File: src/inc/sfq_pkg.sv
// Constants, field layouts and state encodings for the serial flash read and lock-query block.
// Function
// - After the fast-read command, 24 address bits and a dummy byte sampled on rising clock.
// - After the dummy byte, array data shifts out on falling clock edges.
// - Reading starts at any address and advances by one per output byte.
// - The read address wraps from the top location to zero and streaming continues.
// - Raising chip select ends a fast read and releases the output.
// - A fast read arriving during a busy cycle is ignored, cycle untouched.
// - Address bits 23 to 20 of a read are ignored.
// - Lock query takes a 24-bit address anywhere within the sector of interest.
// - Lock query address bits are captured on rising clock edges.
// - After the address, the sector lock byte shifts out on falling edges.
// - Raising chip select during lock query output finishes the instruction.
// - A lock query during a busy cycle is rejected without disturbing it.
// - A set lock-down bit freezes write-lock and lock-down until reset.
// - A set write-lock bit blocks write, program and erase in that sector.
// - With lock-down clear, new lock values may be written.
// - With write-lock clear, write, program and erase proceed normally.
// - Legacy variant: a set subsector write-lock blocks that subsector.
// - Legacy subsector bits apply to first and last sectors only, else zero.
// - Busy flag is one throughout a self-timed cycle and zero afterwards.
// - Lock bits are volatile and update at once, without a timed cycle.
package sfq_pkg;

  // Array geometry: 20 live address bits, 16 sectors of 16 subsectors.
  localparam int ADDR_W = 24;
  localparam int ARR_W = 20;
  localparam int SEC_MSB = 19;
  localparam int SEC_LSB = 16;
  localparam int SUB_MSB = 15;
  localparam int SUB_LSB = 12;
  localparam logic [3:0] SEC_FIRST = 4'h0;
  localparam logic [3:0] SEC_LAST = 4'hF;

  // Lock byte field positions.
  localparam int LB_WLOCK = 0;
  localparam int LB_LDOWN = 1;
  localparam int LB_SUB_WLOCK = 2;
  localparam int LB_SUB_LDOWN = 3;
  localparam logic [1:0] LOCK_RESET = 2'h0;

  // Default command byte values; arbitrary, override at the top level.
  localparam logic [7:0] DEF_FAST_READ_CMD = 8'h0B;
  localparam logic [7:0] DEF_LOCK_QUERY_CMD = 8'hE8;

  // Bit counts of each serial phase.
  localparam logic [4:0] CMD_BITS = 5'h08;
  localparam logic [4:0] ADDR_BITS = 5'h18;
  localparam logic [4:0] DUMMY_BITS = 5'h08;
  localparam logic [2:0] LAST_OUT_BIT = 3'h7;

  typedef enum logic [2:0] {
    SFQ_CMD = 3'b000,
    SFQ_ADDR = 3'b001,
    SFQ_DUMMY = 3'b010,
    SFQ_DATA = 3'b011,
    SFQ_LOCKOUT = 3'b100,
    SFQ_IGNORE = 3'b101
  } sfq_state_e;

endpackage

File: src/design/sfq_sync.sv
// Two-flop synchroniser for pin inputs entering the CLOCK domain.
`timescale 1ns/100ps
module sfq_sync #(
  parameter int W = 3
) (
  input wire logic CLOCK,
  input wire logic RST_N,
  input wire logic [W-1:0] ASYNC_IN,
  output logic [W-1:0] SYNC_OUT
);

  logic [W-1:0] stage1;

  // The first stage feeds only the second; both reset to zero, which for SEL_N is the selected level.
  always_ff @(posedge CLOCK or negedge RST_N) begin
    if (!RST_N) begin
      stage1 <= '0;
      SYNC_OUT <= '0;
    end else begin
      stage1 <= ASYNC_IN;
      SYNC_OUT <= stage1;
    end
  end

endmodule

File: src/design/sfq_top.sv
// Serial fast-read and lock-query engine with volatile per-sector lock registers.
`timescale 1ns/100ps
module sfq_top
  import sfq_pkg::*;
#(
  parameter logic [7:0] FAST_READ_CMD = DEF_FAST_READ_CMD,
  parameter logic [7:0] LOCK_QUERY_CMD = DEF_LOCK_QUERY_CMD,
  parameter bit LEGACY = 1'b0
) (
  input wire logic CLOCK,
  input wire logic RST_N,
  input wire logic SEL_N,
  input wire logic SCLK,
  input wire logic SDI,
  output logic SDO,
  output logic SDO_OE,
  output logic [ARR_W-1:0] ARRAY_ADDR,
  input wire logic [7:0] ARRAY_DATA,
  input wire logic CYCLE_START,
  input wire logic CYCLE_DONE,
  output logic CYCLE_BUSY_FLAG,
  input wire logic LOCK_WR_STB,
  input wire logic [ADDR_W-1:0] LOCK_WR_ADDR,
  input wire logic [7:0] LOCK_WR_DATA,
  output logic LOCK_WR_REFUSED,
  input wire logic [ADDR_W-1:0] PROT_ADDR,
  output logic PROT_BLOCK
);

  //////////////////////////////////////////////////////////////////////////////
  // Pin synchronisation and serial clock edge detection.

  logic [2:0] pins_sync;
  logic sel_n_s;
  logic sclk_s;
  logic sdi_s;
  logic sclk_d;
  wire sclk_rise;
  wire sclk_fall;

  sfq_sync #(.W(3)) u_sync (
    .CLOCK(CLOCK),
    .RST_N(RST_N),
    .ASYNC_IN({SEL_N, SCLK, SDI}),
    .SYNC_OUT(pins_sync)
  );

  // Named taps of the synchroniser output.
  assign sel_n_s = pins_sync[2];
  assign sclk_s = pins_sync[1];
  assign sdi_s = pins_sync[0];

  // Edges are found on the synchronised copy, so SCLK must stay well below CLOCK/4.
  always_ff @(posedge CLOCK or negedge RST_N) begin
    if (!RST_N) begin
      sclk_d <= 1'b0;
    end else begin
      sclk_d <= sclk_s;
    end
  end

  // One-cycle strobes at each synchronised serial clock edge.
  assign sclk_rise = sclk_s & ~sclk_d;
  assign sclk_fall = ~sclk_s & sclk_d;

  //////////////////////////////////////////////////////////////////////////////
  // Lock register storage and lookup helpers.

  // Per-sector write-lock and lock-down bits.
  logic [1:0] sec_lock [16];
  // Legacy subsector bits for the first (index 0-15) and last (16-31) sectors.
  logic [1:0] sub_lock [32];

  // True when a sector carries subsector bits in the legacy variant.
  function automatic logic edge_sector(input logic [ADDR_W-1:0] a);
    return LEGACY && (a[SEC_MSB:SEC_LSB] == SEC_FIRST || a[SEC_MSB:SEC_LSB] == SEC_LAST);
  endfunction

  // Subsector slot index for an address in the first or last sector.
  function automatic logic [4:0] sub_index(input logic [ADDR_W-1:0] a);
    return {(a[SEC_MSB:SEC_LSB] == SEC_LAST), a[SUB_MSB:SUB_LSB]};
  endfunction

  // Assembles the lock byte seen by a query; the upper nibble is reserved.
  function automatic logic [7:0] lock_byte(input logic [ADDR_W-1:0] a, input logic [1:0] sec,
                                           input logic [1:0] sub);
    logic [1:0] sub_vis;
    sub_vis = edge_sector(a) ? sub : 2'b00;
    return {4'h0, sub_vis, sec};
  endfunction

  //////////////////////////////////////////////////////////////////////////////
  // Lock register update and write-protection query.

  wire [3:0] wr_sec;
  wire [4:0] wr_sub;
  wire sec_frozen;
  wire sub_frozen;
  wire wr_refuse;
  wire [7:0] prot_lb;
  wire [1:0] prot_sec;
  wire [1:0] prot_sub;

  // Target slot decode for a lock update; busy or sector lock-down refuses it.
  assign wr_sec = LOCK_WR_ADDR[SEC_MSB:SEC_LSB];
  assign wr_sub = sub_index(LOCK_WR_ADDR);
  assign sec_frozen = sec_lock[wr_sec][LB_LDOWN];
  assign sub_frozen = sec_frozen | sub_lock[wr_sub][LB_LDOWN];
  assign wr_refuse = CYCLE_BUSY_FLAG | sec_frozen;
  // Array elements are read here rather than inside the function, so a lock write
  // re-evaluates the lookup even while the address stands still.
  assign prot_sec = sec_lock[PROT_ADDR[SEC_MSB:SEC_LSB]];
  assign prot_sub = sub_lock[sub_index(PROT_ADDR)];
  assign prot_lb = lock_byte(PROT_ADDR, prot_sec, prot_sub);

  // Lock bits are plain flops: a write lands on the next edge, no timed cycle.
  // Legacy subsector bits have their own lock-down on top of the sector's.
  always_ff @(posedge CLOCK or negedge RST_N) begin
    if (!RST_N) begin
      for (int i = 0; i < 16; i++) begin
        sec_lock[i] <= LOCK_RESET;
      end
      for (int i = 0; i < 32; i++) begin
        sub_lock[i] <= LOCK_RESET;
      end
    end else if (LOCK_WR_STB && !CYCLE_BUSY_FLAG) begin
      if (!sec_frozen) begin
        sec_lock[wr_sec] <= LOCK_WR_DATA[LB_LDOWN:LB_WLOCK];
      end
      if (edge_sector(LOCK_WR_ADDR) && !sub_frozen) begin
        sub_lock[wr_sub] <= LOCK_WR_DATA[LB_SUB_LDOWN:LB_SUB_WLOCK];
      end
    end
  end

  // Refusal pulse and registered protection answer for the program engine.
  always_ff @(posedge CLOCK or negedge RST_N) begin
    if (!RST_N) begin
      LOCK_WR_REFUSED <= 1'b0;
      PROT_BLOCK <= 1'b0;
    end else begin
      LOCK_WR_REFUSED <= LOCK_WR_STB & wr_refuse;
      PROT_BLOCK <= prot_lb[LB_WLOCK] | prot_lb[LB_SUB_WLOCK];
    end
  end

  //////////////////////////////////////////////////////////////////////////////
  // Busy flag for self-timed cycles.

  // A start in the same cycle as a done wins, so a chained cycle is never missed.
  // The sequencer looks at busy only when a command byte completes.
  always_ff @(posedge CLOCK or negedge RST_N) begin
    if (!RST_N) begin
      CYCLE_BUSY_FLAG <= 1'b0;
    end else if (CYCLE_START) begin
      CYCLE_BUSY_FLAG <= 1'b1;
    end else if (CYCLE_DONE) begin
      CYCLE_BUSY_FLAG <= 1'b0;
    end
  end

  //////////////////////////////////////////////////////////////////////////////
  // Serial instruction sequencer.

  sfq_state_e state;
  sfq_state_e next_state;
  logic [4:0] bit_cnt;
  logic [2:0] out_cnt;
  logic [ADDR_W-1:0] in_sh;
  logic [7:0] out_sh;
  logic is_query;
  logic [ADDR_W-1:0] query_addr;

  wire [ADDR_W-1:0] in_next;
  wire [4:0] bit_next;
  wire phase_done;
  wire [7:0] cmd_byte;
  wire busy_reject;
  wire [7:0] out_src;
  wire out_state;
  wire [1:0] qry_sec;
  wire [1:0] qry_sub;
  wire [7:0] qry_lb;

  // Shift-in, counting and output-source decode shared by both instructions.
  assign in_next = {in_sh[ADDR_W-2:0], sdi_s};
  assign bit_next = bit_cnt + 5'h01;
  assign cmd_byte = in_next[7:0];
  assign busy_reject = CYCLE_BUSY_FLAG;
  assign qry_sec = sec_lock[query_addr[SEC_MSB:SEC_LSB]];
  assign qry_sub = sub_lock[sub_index(query_addr)];
  assign qry_lb = lock_byte(query_addr, qry_sec, qry_sub);
  assign out_src = is_query ? qry_lb : ARRAY_DATA;
  assign out_state = (state == SFQ_DATA) || (state == SFQ_LOCKOUT);

  // Phase length depends on the state.
  assign phase_done = sclk_rise && (
    (state == SFQ_CMD && bit_next == CMD_BITS) ||
    (state == SFQ_ADDR && bit_next == ADDR_BITS) ||
    (state == SFQ_DUMMY && bit_next == DUMMY_BITS));

  // Next-state decode; deselect always returns to command capture.
  always_comb begin
    next_state = state;
    if (sel_n_s) begin
      next_state = SFQ_CMD;
    end else if (phase_done) begin
      case (state)
        SFQ_CMD: begin
          if (busy_reject) begin
            next_state = SFQ_IGNORE;
          end else if (cmd_byte == FAST_READ_CMD || cmd_byte == LOCK_QUERY_CMD) begin
            next_state = SFQ_ADDR;
          end else begin
            next_state = SFQ_IGNORE;
          end
        end
        SFQ_ADDR: begin
          next_state = is_query ? SFQ_LOCKOUT : SFQ_DUMMY;
        end
        SFQ_DUMMY: begin
          next_state = SFQ_DATA;
        end
        default: begin
          next_state = state;
        end
      endcase
    end
  end

  // State, input shifting and bit counting.
  always_ff @(posedge CLOCK or negedge RST_N) begin
    if (!RST_N) begin
      state <= SFQ_CMD;
      bit_cnt <= 5'h00;
      in_sh <= '0;
      is_query <= 1'b0;
      query_addr <= '0;
    end else begin
      state <= next_state;
      if (sel_n_s || phase_done) begin
        bit_cnt <= 5'h00;
      end else if (sclk_rise) begin
        bit_cnt <= bit_next;
      end
      if (sclk_rise && !sel_n_s) begin
        in_sh <= in_next;
      end
      if (phase_done && state == SFQ_CMD) begin
        is_query <= (cmd_byte == LOCK_QUERY_CMD);
      end
      if (phase_done && state == SFQ_ADDR) begin
        query_addr <= in_next;
      end
    end
  end

  //////////////////////////////////////////////////////////////////////////////
  // Array address counter.

  // Only the low 20 bits are kept, so the top nibble is dropped and the counter wraps.
  // The load and the step never coincide, as they belong to different states.
  always_ff @(posedge CLOCK or negedge RST_N) begin
    if (!RST_N) begin
      ARRAY_ADDR <= '0;
    end else if (phase_done && state == SFQ_ADDR && !is_query) begin
      ARRAY_ADDR <= in_next[ARR_W-1:0];
    end else if (state == SFQ_DATA && sclk_fall && !sel_n_s && out_cnt == LAST_OUT_BIT) begin
      ARRAY_ADDR <= ARRAY_ADDR + 20'h00001;
    end
  end

  //////////////////////////////////////////////////////////////////////////////
  // Output shifter.

  // A new byte is loaded at each byte boundary; the array has many CLOCK cycles
  // between the address change and the next falling SCLK edge to settle.
  // A partial byte at deselect is dropped; the next frame restarts at bit 7.
  always_ff @(posedge CLOCK or negedge RST_N) begin
    if (!RST_N) begin
      out_cnt <= 3'h0;
      out_sh <= 8'h00;
      SDO <= 1'b0;
      SDO_OE <= 1'b0;
    end else if (sel_n_s || !out_state) begin
      out_cnt <= 3'h0;
      SDO_OE <= 1'b0;
    end else if (sclk_fall) begin
      out_cnt <= out_cnt + 3'h1;
      SDO_OE <= 1'b1;
      if (out_cnt == 3'h0) begin
        SDO <= out_src[7];
        out_sh <= {out_src[6:0], 1'b0};
      end else begin
        SDO <= out_sh[7];
        out_sh <= {out_sh[6:0], 1'b0};
      end
    end
  end

endmodule

File: config.mk
export PLATFORM = sky130hd
export DESIGN_NAME = sfq_top
export DESIGN_NICKNAME = d
export VERILOG_FILES = /design/src/inc/sfq_pkg.sv /design/src/design/sfq_sync.sv /design/src/design/sfq_top.sv
export SDC_FILE = /design/constraint.sdc
export NUM_CORES = 1
export LEC_CHECK = 0
export BUFFER_PORTS_ARGS = -buffer_cell sky130_fd_sc_hd__buf_2
export CELL_PAD_IN_SITES_DETAIL_PLACEMENT = 1
export CELL_PAD_IN_SITES_GLOBAL_PLACEMENT = 2
export CORE_MARGIN = 8
export CORE_UTILIZATION = 37
export CTS_BUF_LIST = sky130_fd_sc_hd__clkbuf_2
export DETAILED_ROUTE_END_ITERATION = 12
export PLACE_DENSITY = 0.92
export SYNTH_ARGS = -nofsm -noshare
export SYNTH_HDL_FRONTEND = slang
export SYNTH_SLANG_ARGS = --single-unit
File: constraint.sdc
create_clock -name CLOCK -period 2.45 [get_ports CLOCK]
set_input_delay 0.49 -clock CLOCK [delete_from_list [all_inputs] [get_ports CLOCK]]
set_output_delay 0.49 -clock CLOCK [all_outputs]
set_load 0.01 [all_outputs]
==> summary.txt, run 1 <==
Global route
  – Remaining Overflow, GRT: 0
  – Total Routing Usage GR: 15.67%
  – Initial antenna violation count: 0
  – First-pass GRT wire length: ~23000 µm
  – Largest net degree at the start of global routing: roughly 110
  – Vias in the first global route: ~4.5k

STA
  – Fmax: roughly 0.43 GHz
  – Slew Viols, Final: 0
  – Fin Setup TNS: 0 ns
  – Hold Worst Slack: around 0.11 ns
  – Tmin final: 2.311 ns
  – Final worst slack: between 0.1 and 0.15 ns
  – Crit share post-route: a little over nine tenths
  – Final Skew: approximately 0.036 ns
  – Final setup fails: 0
  – Worst slew pin tran: between 0.6 and 0.7 ns
  – RSZ-0062 raised after global routing: no
  – Slew margin rel.: roughly 59%
  – Final hold vios: 0

Die
  – DIE AREA: between 15000 and 20000 µm²
  – I/O pins: 97
  – Core area: between 10000 and 15000 µm²
  – Starting Density: a little under two fifths
  – Die X: between 100 and 150 µm
  – Die height: between 100 and 150 µm
  – Rows: 44

Power and ir drop
  – Pleak: around 2.9 nW
  – PwrDens: about 540 nW/µm²
  – Tot Pwr: between 3 and 4 mW
  – P_int: between 2 and 2.5 mW
  – Clock power share: about a quarter
  – Net Sw Frac: ~28%
  – Sequential power share: between 60 and 70%
  – Peak VDD IR: 292.3 µV
  – Combinational power share: 13.1%
  – Switch Pwr: about 0.9 mW

Critical path
  – Worst-path maximum fanout: 5
  – Worst path max stage delay: 0.51 ns
  – Critical path endpoint category: flip-flop
  – CP top delay family: simple AND/OR/NAND/NOR gates
  – Worst path slowest cell: dfrtp_2
  – CP arrival: approximately 2.8 ns
  – CP Class: reg2reg
  – Worst setup SP type: flip-flop
  – Buf+Inv Stages, Crit Path: 1
  – Critical path cell sequence: ha_1 -> xnor2_1 -> nand3_2 -> nor4_2 -> buf_4 -> mux2_2
  – WP data required: just under 3 ns

Placement
  – I/O Buffers: 50
  – Detailed placement HPWL: about 10000 µm
  – Setup WS pre-CTS: 0.09304 ns
  – # placed instances: about 720
  – Area post-placement: between 5000 and 6000 µm²
  – Routability Congestion: between 0.8 and 0.9

Synth
  – Synth async-reset ratio: 100.0%
  – Mean Syn Cell Area: between 10 and 15 µm²
  – EDFF count, synth: 0
  – Yosys warning count: 0
  – Synthesized area: 5433 µm²
  – Dominant synthesized flop cell: dfrtp_1
  – Synth Register Bits: 106
  – Seq/Total Area, Yosys: roughly 50%
  – Synth cell types: 58
  – Syn nets: ~570
  – Post-synthesis cell count: between 400 and 500

Layout
  – Most common cell after layout, fill and taps aside: dfrtp_1
  – Area grow syn2layout: 12.64%
  – Fin cells: 745
  – Post-Route Utilization: 42.43%
  – Most frequent cells in the layout: dfrtp_1 (105), nor2_1 (59), buf_2 (49)
  – Fin area: 6120 µm²
  – Ant diodes: 0
  – NumNets Final: around 630
  – Share of layout cells above drive strength 1: 27.63%

Routing
  – Vias: about 4.1k
  – ANT nets after route: 0
  – Drt wl/cell: 18.56 µm
  – Vias/cell: about 5.5
  – Drt pass-1 iters: 4
  – Iter 0 DRT Violations: around 200
  – Final wirelength: 13820 µm
  – DRC: 0

Run
  – Number of max-cap violations: 0

CTS
  – CTS Buffer Depth: 2
  – Num CTS Buffers: 9
  – H-tree levels: 3
  – Clock Tree Root: clkbuf_2
  – CTS Sinks: ~110
  – Worst skew pair latency: just over 0.6 ns
  – CTS tree: yes
  – Clk slew on worst S/H paths: 0.28 ns

Worst hold path
  – HP Class: in2reg

Status
  – Result of the run: finished, final reports clean
[worst reg2reg max path, cell delays in order, from the launching register on]
cell     delay [ns]
dfrtp_2        0.51
ha_1           0.26
xnor2_1        0.23
nand3_2        0.17
nor4_2         0.49
buf_4          0.23
mux2_2         0.33
[flip-flops by register name, summed over array words and instances, names as in the netlist, 4 cells and up]
name and count:
ARRAY_ADDR 20, bit_cnt 5, in_sh 19, sec_lock 32, out_sh 7, query_addr 4
[routing by layer]
metal | part of all wire (%) | GRT usage, %
met1 | 45 | 19.70
met2 | 51 | 26.54
met3 | 2.8 | 2.589
met4 | 1.4 | 5.854
met5 | 0 | 0
[synthesized netlist by cell type (all sizes together) (2+ instances only)]
cell type  instances  share of area, %
a211o              2              0.32
a211oi             4              0.55
a21o              12               1.7
a21oi             28               2.6
a22oi              2              0.28
a311oi             2              0.32
a31o               5              0.81
and3               8              0.92
and3b              2              0.32
and4               2              0.32
buf                8              0.83
clkbuf            15               1.1
dfrtp            106                49
ha                 6               1.4
inv               10              0.69
mux2              40               8.3
mux2i              4              0.74
mux4              18               7.5
nand2             37               2.6
nand2b            11               1.3
nand3             24               2.4
nand3b             3              0.41
nand4              5              0.58
nor2              59               4.1
nor2b              7              0.81
nor3               9              0.83
nor3b              9               1.2
nor4               5              0.69
nor4b              2              0.44
nor4bb             2              0.37
o21a               2              0.28
o21ai             10              0.92
o31ai              3              0.41
o41ai              2              0.32
or2                2              0.23
or3                2              0.23
or4                2              0.35
xnor2              9               1.5
xor2               5              0.81
[power groups by stage]
stage	sequential, mW	clock (mW)	combinational (mW)
6_report	2.06	0.821	0.435
5_1_grt	2.09	0.939	0.480
4_1_cts	2.06	0.859	0.444
3_5_place_dp	2.09	0	0.437
3_3_place_gp	2.07	0	0.413
2_1_floorplan	2.04	0	0.292
[what timing repair did]
item,4_1_cts,5_1_grt
hold buffers,5,0
endpoints found under the setup margin,0,17
endpoints found under the hold margin,110,0
resized for setup,0,3
setup buffers,0,0
[layout make-up]
type | instances | area (µm²)
multi-input cells | 357 | 2648
repair buffers | 72 | 442.9
well taps | 184 | 230.2
inverters | 10 | 37.54
clock buffers | 10 | 50.05
fillers | 1640 | 8304
clock inverters | 6 | 57.56
flip-flops and latches | 106 | 2654
[worst paths after layout]
check	startpoint	endpoint	slack, ns	cells after the start
min in group asynchronous	RST_N	sec_lock[12]	0.42	3
max in group asynchronous	RST_N	out_sh[4]	1.55	3
hold reg to reg	u_sync.stage1[2]	u_sync.SYNC_OUT[2]	0.39	0
setup reg to reg	bit_cnt[0]	query_addr[17]	0.14	6
setup / recovery	bit_cnt[0]	query_addr[17]	0.14	6
hold / removal	LOCK_WR_STB	LOCK_WR_REFUSED	0.11	2
[cell families (layout without fill, tap and decap cells)]
kind of cell             Yosys count  in the layout  share of synthesized area (%)
AND/OR/NAND/NOR                  195            195                          18.75
multiplexers                      62             62                          16.49
buffers and inverters             33             98                          2.579
AO/OA/AOI/OAI                     80             80                          9.719
flip-flops                       106            106                          48.83
XOR/XNOR                          14             14                          2.257
adder cells (fa/ha/maj)            6              6                          1.382
Power figures use the tool's default switching activity.
==> inputs of run 2 (changes only) <==
- CORE_UTILIZATION: 37 -> 38
- PLACE_DENSITY: 0.92 -> 0.94
- SKIP_CTS_REPAIR_TIMING: not set -> 1
- SYNTH_HIERARCHICAL: not set -> 1
==> run 2 against run 1 <==
  * Clock-buffer cell count did not move
  * Worst setup slack barely moved
  * Sequential share of layout area fell by 0.79 points
  * Clock power rose by 13%
  * Combinational power rose by 3%
  * Die area fell by 0.43%
  * Synthesized cell count rose by 1.2%
  * Utilization rose by 0.76 points
  * First-iteration DRC count rose by 21%
  * Fmax barely moved
  * Highest routed layer unchanged
==> summary.txt, run 2 <==
Synth
  – Synth area leader: dfrtp_1
  – Simple-gate area share of the yosys netlist: 19.83% (+1.1 points)
  – Most common cell in the synthesized netlist: dfrtp_1
  – Synth async-reset ratio: 100.0% (unchanged)
  – Synth Area in XOR/XNOR: 1.600% (-0.66 points)
  – Adder-cell share of the synthesized area: 1.352% (-0.030 points)
  – Yosys warning count: 6 (+6)
  – Synth top area share: 47.77% (-1.1 points)
  – Synthesized area: 5553 µm² (+2.2%)
  – Synth cell types: 64 (+10%)
  – Synth Register Bits: 106 (unchanged)
  – Dominant synthesized flop cell: dfrtp_1
  – Largest cells by area after synthesis: dfrtp_1 (48%), mux2_2 (8.3%), mux4_2 (6.9%), nand2_1 (3.6%), nor2_1 (3.1%)
  – Post-synthesis cell count: 502 (+1.2%)
  – Synth Area in Compound Gates: 10.34% (+0.62 points)
  – Multiplexer share of the synthesized area: 16.65% (+0.16 points)
  – Syn nets: 580 (+1.0%)
  – Seq/Total Area, Yosys: 47.77% (-1.1 points)
  – EDFF count, synth: 0 (unchanged)
  – Largest family of logic cells by synthesized area: simple AND/OR/NAND/NOR gates
  – Mean Syn Cell Area: 11.06 µm² (+0.99%)
  – Synth top cells by count: dfrtp_1 (106), nand2_1 (53), nor2_1 (46)

Routing
  – DRC: 0 (unchanged)
  – Vias/cell: 5.632 (+2.3%)
  – Vias: 4213 (+2.7%)
  – ANT nets after route: 0 (unchanged)
  – Final wirelength: 13940 µm (+0.85%)
  – Drt wl/cell: 18.64 µm (+0.44%)
  – Drt pass-1 iters: 4 (unchanged)
  – Iter 0 DRT Violations: 236 (+21%)

Critical path
  – Worst path max stage delay: 0.50 ns (about the same)
  – R2r setup slk: 0.14 ns (about the same)
  – R2R Path End: query_addr[19]
  – Critical path endpoint category: flip-flop
  – WP data required: 2.99 ns (+0.02 ns)
  – Worst path slowest cell: dfrtp_1
  – Critical path cell sequence: ha_1 -> xnor2_1 -> nand3_1 -> nand2b_2 -> nor4b_4 -> mux2_2
  – Worst-path maximum fanout: 5 (unchanged)
  – CP endpoint: query_addr[19]
  – CP Class: reg2reg
  – CP arrival: 2.85 ns (+0.02 ns)
  – Worst reg2reg startpoint: bit_cnt[0]
  – Worst Reg2Reg Path Length in Cells: 6 (unchanged)
  – Worst setup SP type: flip-flop
  – Crit path launch: bit_cnt[0]

Die
  – Die X: 136.9 µm (-0.22%)
  – DIE AREA: 18740 µm² (-0.43%)
  – Core area: 14420 µm² (unchanged)
  – I/O pins: 97 (unchanged)
  – Starting Density: 38.50% (+0.83 points)
  – Rows: 44 (unchanged)
  – Die height: 136.9 µm (-0.22%)

Global route
  – Total Routing Usage GR: 15.82% (+0.15 points)
  – Initial antenna violation count: 0 (unchanged)
  – First-pass GRT wire length: 23400 µm (+0.77%)
  – Largest net degree at the start of global routing: 65 (-39%)
  – Vias in the first global route: 4530 (+1.3%)
  – Remaining Overflow, GRT: 0 (unchanged)

CTS
  – H-tree levels: 3 (unchanged)
  – Num CTS Buffers: 9 (unchanged)
  – CTS tree: yes
  – Worst skew pair latency: 0.63 ns (+0.02 ns)
  – Clock Tree Root: clkbuf_2
  – CTS Buffer Depth: 2 (unchanged)
  – CTS Sinks: 106 (unchanged)
  – Clk slew on worst S/H paths: 0.29 ns (about the same)

Run
  – Number of max-cap violations: 0 (unchanged)

Placement
  – I/O Buffers: 50 (unchanged)
  – Detailed placement HPWL: 10220 µm (+2.5%)
  – Setup WS pre-CTS: 0.09630 ns (+0.003259 ns)
  – Routability Congestion: 0.8156 (+1.8%)
  – Area post-placement: 6048 µm² (+1.6%)
  – # placed instances: 727 (+0.41%)

Status
  – Result of the run: finished, final reports clean

Layout
  – Most frequent cells in the layout: dfrtp_1 (106), nand2_1 (53), buf_2 (49)
  – Post-Route Utilization: 43.19% (+0.76 points)
  – Max reg flops: 32 (unchanged)
  – Top reg by flops: sec_lock
  – Share of layout cells above drive strength 1: 27.30% (-0.32 points)
  – Fin cells: 748 (+0.40%)
  – Ant diodes: 0 (unchanged)
  – Top flop regs: sec_lock (32), ARRAY_ADDR (20), in_sh (19)
  – Most common cell after layout, fill and taps aside: dfrtp_1
  – Fin area: 6230 µm² (+1.8%)
  – NumNets Final: 637 (+0.47%)
  – Area grow syn2layout: 12.19%

STA
  – Fin Setup TNS: 0 ns (unchanged)
  – Worst slew pin tran: 0.7604 ns (+0.1520 ns)
  – Slew margin rel.: 49.30% (-10 points)
  – Slew Viols, Final: 0 (unchanged)
  – Final setup fails: 0 (unchanged)
  – RSZ-0062 raised after global routing: no
  – Final hold vios: 0 (unchanged)
  – Final Skew: 0.03298 ns (-0.003515 ns)
  – Tmin final: 2.311 ns (-0.0002400 ns)
  – Final worst slack: 0.1395 ns (+0.0002400 ns)
  – Fmax: 0.4328 GHz (about the same)
  – Crit share post-route: 94.31% (about the same)

Power and ir drop
  – PwrDens: 553.2 nW/µm² (+2.1%)
  – Pleak: 2.880 nW (+0.17%)
  – Peak VDD IR: 291.2 µV (-0.36%)

Worst hold path
  – Hold_sp: LOCK_WR_STB
  – HP Class: in2reg
[run 2: changes by cell type in the layout (fill, tap and decap cells not counted), moves of 5 or more]
cell	delta
and3_1	+7
a21o_1	+7
nor3_1	+7
buf_4	-7
nand3_1	-5
nand2_1	+16
xnor2_1	-5
nor2_1	-13
a21oi_1	-8
nor3b_1	-8
a31o_2	-5
a211oi_1	+6
[run 2: how the worst min path moves through the flow]
| stage | endpoint | slack, ns | cells past startpoint |
|---|---|---|---|
| 5_1_grt | LOCK_WR_REFUSED | 0.06 | 2 |
| 6_report | LOCK_WR_REFUSED | 0.12 | 2 |
| 4_1_cts | sec_lock[25] | -0.37 | 1 |
| 2_1_floorplan | ARRAY_ADDR[0] | 0.19 | 0 |
| 3_5_place_dp | u_sync/SYNC_OUT[1] | 0.35 | 0 |
| 3_3_place_gp | u_sync/SYNC_OUT[2] | 0.33 | 0 |
[run 2: logic make-up (layout without fill, tap and decap cells)]
kind of cell,after synthesis,in the layout
xor gates and xnor gates,8,8
DFF,106,106
and+or+nand+nor,206,206
adders and majority gates,6,6
buffers and inverters,31,93
muxes,66,66
AOI/OAI and AO/OA,79,79
[run 2: metal layers]
layer	part of all wire [%]	vias up	global-route usage [%]
li1	-	1952	-
met1	45	2183	19.48
met2	50	55	26.86
met3	3.0	23	3.341
met4	2.0	0	5.673
met5	0	-	0
[run 2: where the power goes]
group | leakage, nW | total, mW | internal (mW) | switching (mW)
Clock | 0.0793 | 0.929 | 0.334 | 0.595
Combinational | 1.43 | 0.446 | 0.256 | 0.190
Sequential | 1.37 | 2.07 | 1.92 | 0.152
Total | 2.88 | 3.45 | 2.51 | 0.937
[run 2: metrics by stage]
stage          hold WS, ns  power, mW
2_1_floorplan       0.1944      2.355
5_1_grt            0.06006      3.633
6_report            0.1161      3.446
3_3_place_gp        0.3337      2.511
3_5_place_dp        0.3450      2.552
4_1_cts            -0.3657      3.482
[run 2: area by class of cell]
type	count	area, µm²
fillers	1618	8194
multi-input cells	365	2764
flip-flops and latches	106	2653
repair buffers	66	410.4
well taps	184	230.2
clock inverters	6	81.33
clock buffers	10	50.05
inverters	11	41.29
[run 2: worst max-delay path, delay by kind of cell, from the launching register on]
family	cells	cell delay (ns)
XOR/XNOR	1	0.18
multiplexers	1	0.38
AND/OR/NAND/NOR	3	0.89
adder cells (fa/ha/maj)	1	0.27
flip-flops	1	0.50
==> inputs of run 3 (changes only) <==
- CORE_UTILIZATION: 38 -> 36
- CTS_BUF_LIST: sky130_fd_sc_hd__clkbuf_2 -> sky130_fd_sc_hd__clkbuf_4 sky130_fd_sc_hd__clkbuf_8 sky130_fd_sc_hd__clkbuf_16
- PLACE_DENSITY: 0.94 -> 0.9
==> run 3 against run 2 <==
  * Critical endpoint unchanged
  * Final cell count rose by 0.13%
  * Fmax is 2.2% higher
  * Utilization fell by 0.91 points
  * Sequential share of layout area fell by 1.2 points
  * Sequential cell count did not move
  * Non-clock buffer count down 2
==> summary.txt, run 3 (synthesis results as in run 2) <==
STA
  – Crit share post-route: 92.29% (-2.0 points)
  – Worst slew pin tran: 0.7598 ns (-0.0006148 ns)
  – Hold Worst Slack: 0.1652 ns (+0.04917 ns)
  – Fmax: 0.4423 GHz (+2.2%)
  – Final setup fails: 0 (unchanged)
  – Slew margin rel.: 49.35% (about the same)
  – Slew Viols, Final: 0 (unchanged)
  – Fin Setup TNS: 0 ns (unchanged)
  – Final worst slack: 0.1888 ns (+0.04934 ns)
  – Final Skew: 0.008559 ns (-0.02442 ns)
  – RSZ-0062 raised after global routing: no
  – Final hold vios: 0 (unchanged)
  – Tmin final: 2.261 ns (-0.04934 ns)

Routing
  – ANT nets after route: 0 (unchanged)
  – Drt pass-1 iters: 4 (unchanged)
  – Iter 0 DRT Violations: 276 (+17%)
  – Vias: 4215 (+0.047%)
  – Vias/cell: 5.628 (about the same)
  – Final wirelength: 14320 µm (+2.7%)
  – DRC: 0 (unchanged)
  – Drt wl/cell: 19.12 µm (+2.6%)

Layout
  – Max reg flops: 32 (unchanged)
  – Most frequent cells in the layout: dfrtp_1 (106), nand2_1 (53), buf_2 (49)
  – FILL cells: 1661 (+2.7%)
  – Top flop regs: sec_lock (32), ARRAY_ADDR (20), in_sh (19)
  – NumNets Final: 635 (-0.31%)
  – Most common cell after layout, fill and taps aside: dfrtp_1
  – Fin cells: 749 (+0.13%)
  – Share of layout cells above drive strength 1: 27.99% (+0.68 points)
  – Top reg by flops: sec_lock
  – Area grow syn2layout: 15.32%
  – Ant diodes: 0 (unchanged)

Power and ir drop
  – Peak VDD IR: 343.9 µV (+18%)
  – Pleak: 2.960 nW (+2.8%)
  – PwrDens: 644.7 nW/µm² (+17%)

Die
  – Core area: 15150 µm² (+5.0%)
  – I/O pins: 97 (unchanged)
  – Die X: 140.2 µm (+2.4%)
  – DIE AREA: 19650 µm² (+4.9%)
  – Rows: 45 (+2.3%)
  – Die height: 140.2 µm (+2.4%)
  – Starting Density: 36.66% (-1.8 points)

Critical path
  – Worst-path maximum fanout: 5 (unchanged)
  – Worst setup SP type: flip-flop
  – WP data required: 2.68 ns (-0.31 ns)
  – CP arrival: 2.49 ns (-0.36 ns)
  – CP Class: reg2reg
  – Critical path endpoint category: flip-flop

Global route
  – Met1 Usage GRT: 18.79% (-0.69 points)
  – Largest net degree at the start of global routing: 49 (-25%)
  – Vias in the first global route: 4652 (+2.7%)
  – Met3 Use GR: 3.024% (-0.32 points)
  – Initial antenna violation count: 0 (unchanged)
  – Total Routing Usage GR: 15.23% (-0.58 points)
  – GRT busiest layer: met2
  – GR Layer Usage met2: 26.17% (-0.68 points)
  – Remaining Overflow, GRT: 0 (unchanged)
  – First-pass GRT wire length: 24340 µm (+4.0%)

Placement
  – Setup WS pre-CTS: 0.1443 ns (+0.04800 ns)
  – # placed instances: 734 (+0.96%)
  – I/O Buffers: 50 (unchanged)
  – Routability Congestion: 0.8154 (about the same)
  – Detailed placement HPWL: 10550 µm (+3.2%)

CTS
  – CTS Buffer Depth: 2 (unchanged)
  – Num CTS Buffers: 9 (unchanged)
  – CTS Sinks: 106 (unchanged)
  – Clk slew on worst S/H paths: 0.07 ns (-0.22 ns)
  – H-tree levels: 3 (unchanged)
  – Worst skew pair latency: 0.35 ns (-0.28 ns)
  – CTS tree: yes
  – Clock Tree Root: clkbuf_16

Status
  – Result of the run: finished, final reports clean

Run
  – Number of max-cap violations: 0 (unchanged)

Worst hold path
  – HP Class: in2async
run 3: cell types whose count changed in the layout (fill, tap and decap cells not counted), moves of 3 or more:
cell and change:
dlygate4sd3_1 -5, buf_4 +3, clkbuf_16 +9, clkbuf_2 -10
run 3: power by group:
part / switching (mW) / internal [mW]
Clock: 0.636 / 0.970
Sequential: 0.160 / 1.92
Combinational: 0.190 / 0.255
Total: 0.986 / 3.14
run 3: critical path, stage by stage (launching register included):
cell and delay (ns):
dfrtp_1 0.44, ha_1 0.28, xnor2_1 0.16, nand3_1 0.18, nand2b_2 0.26, nor4b_4 0.45, mux2_2 0.39
run 3: layer usage:
layer	routed length [µm]	part of all wire, %
met1	6405	45
met2	7257	51
met3	451	3.1
met4	206	1.4
met5	0	0
run 3: metrics by stage:
stage	instance area, µm²	power, mW	utilization [%]
2_1_floorplan	5553	2.355	-
5_1_grt	6404	4.311	42.28
6_report	6404	4.128	42.28
4_1_cts	6404	4.175	42.28
3_5_place_dp	6076	2.559	40.12
3_3_place_gp	6076	2.516	40.12
run 3: area by class of cell:
cell class              count  area, µm²  area share [%]
clock inverters             2      60.06          0.9379
clock buffers              13      267.8           4.181
repair buffers             64      382.9           5.979
multi-input cells         365       2764           43.16
well taps                 188      235.2           3.673
inverters                  11      41.29          0.6448
flip-flops and latches    106       2653           41.42
run 3: worst paths after layout:
check                                  from                  to  slack [ns]  depth (start not counted)
max reg2reg                      bit_cnt[0]      query_addr[19]        0.19                          6
min reg2reg                u_sync/stage1[2]  u_sync/SYNC_OUT[2]        0.35                          0
min in group CLOCK                     SCLK    u_sync/stage1[1]        0.25                          1
max                              bit_cnt[0]      query_addr[19]        0.19                          6
max in group asynchronous             RST_N        sec_lock[21]        1.63                          2
min                                   RST_N       ARRAY_ADDR[6]        0.17                          1
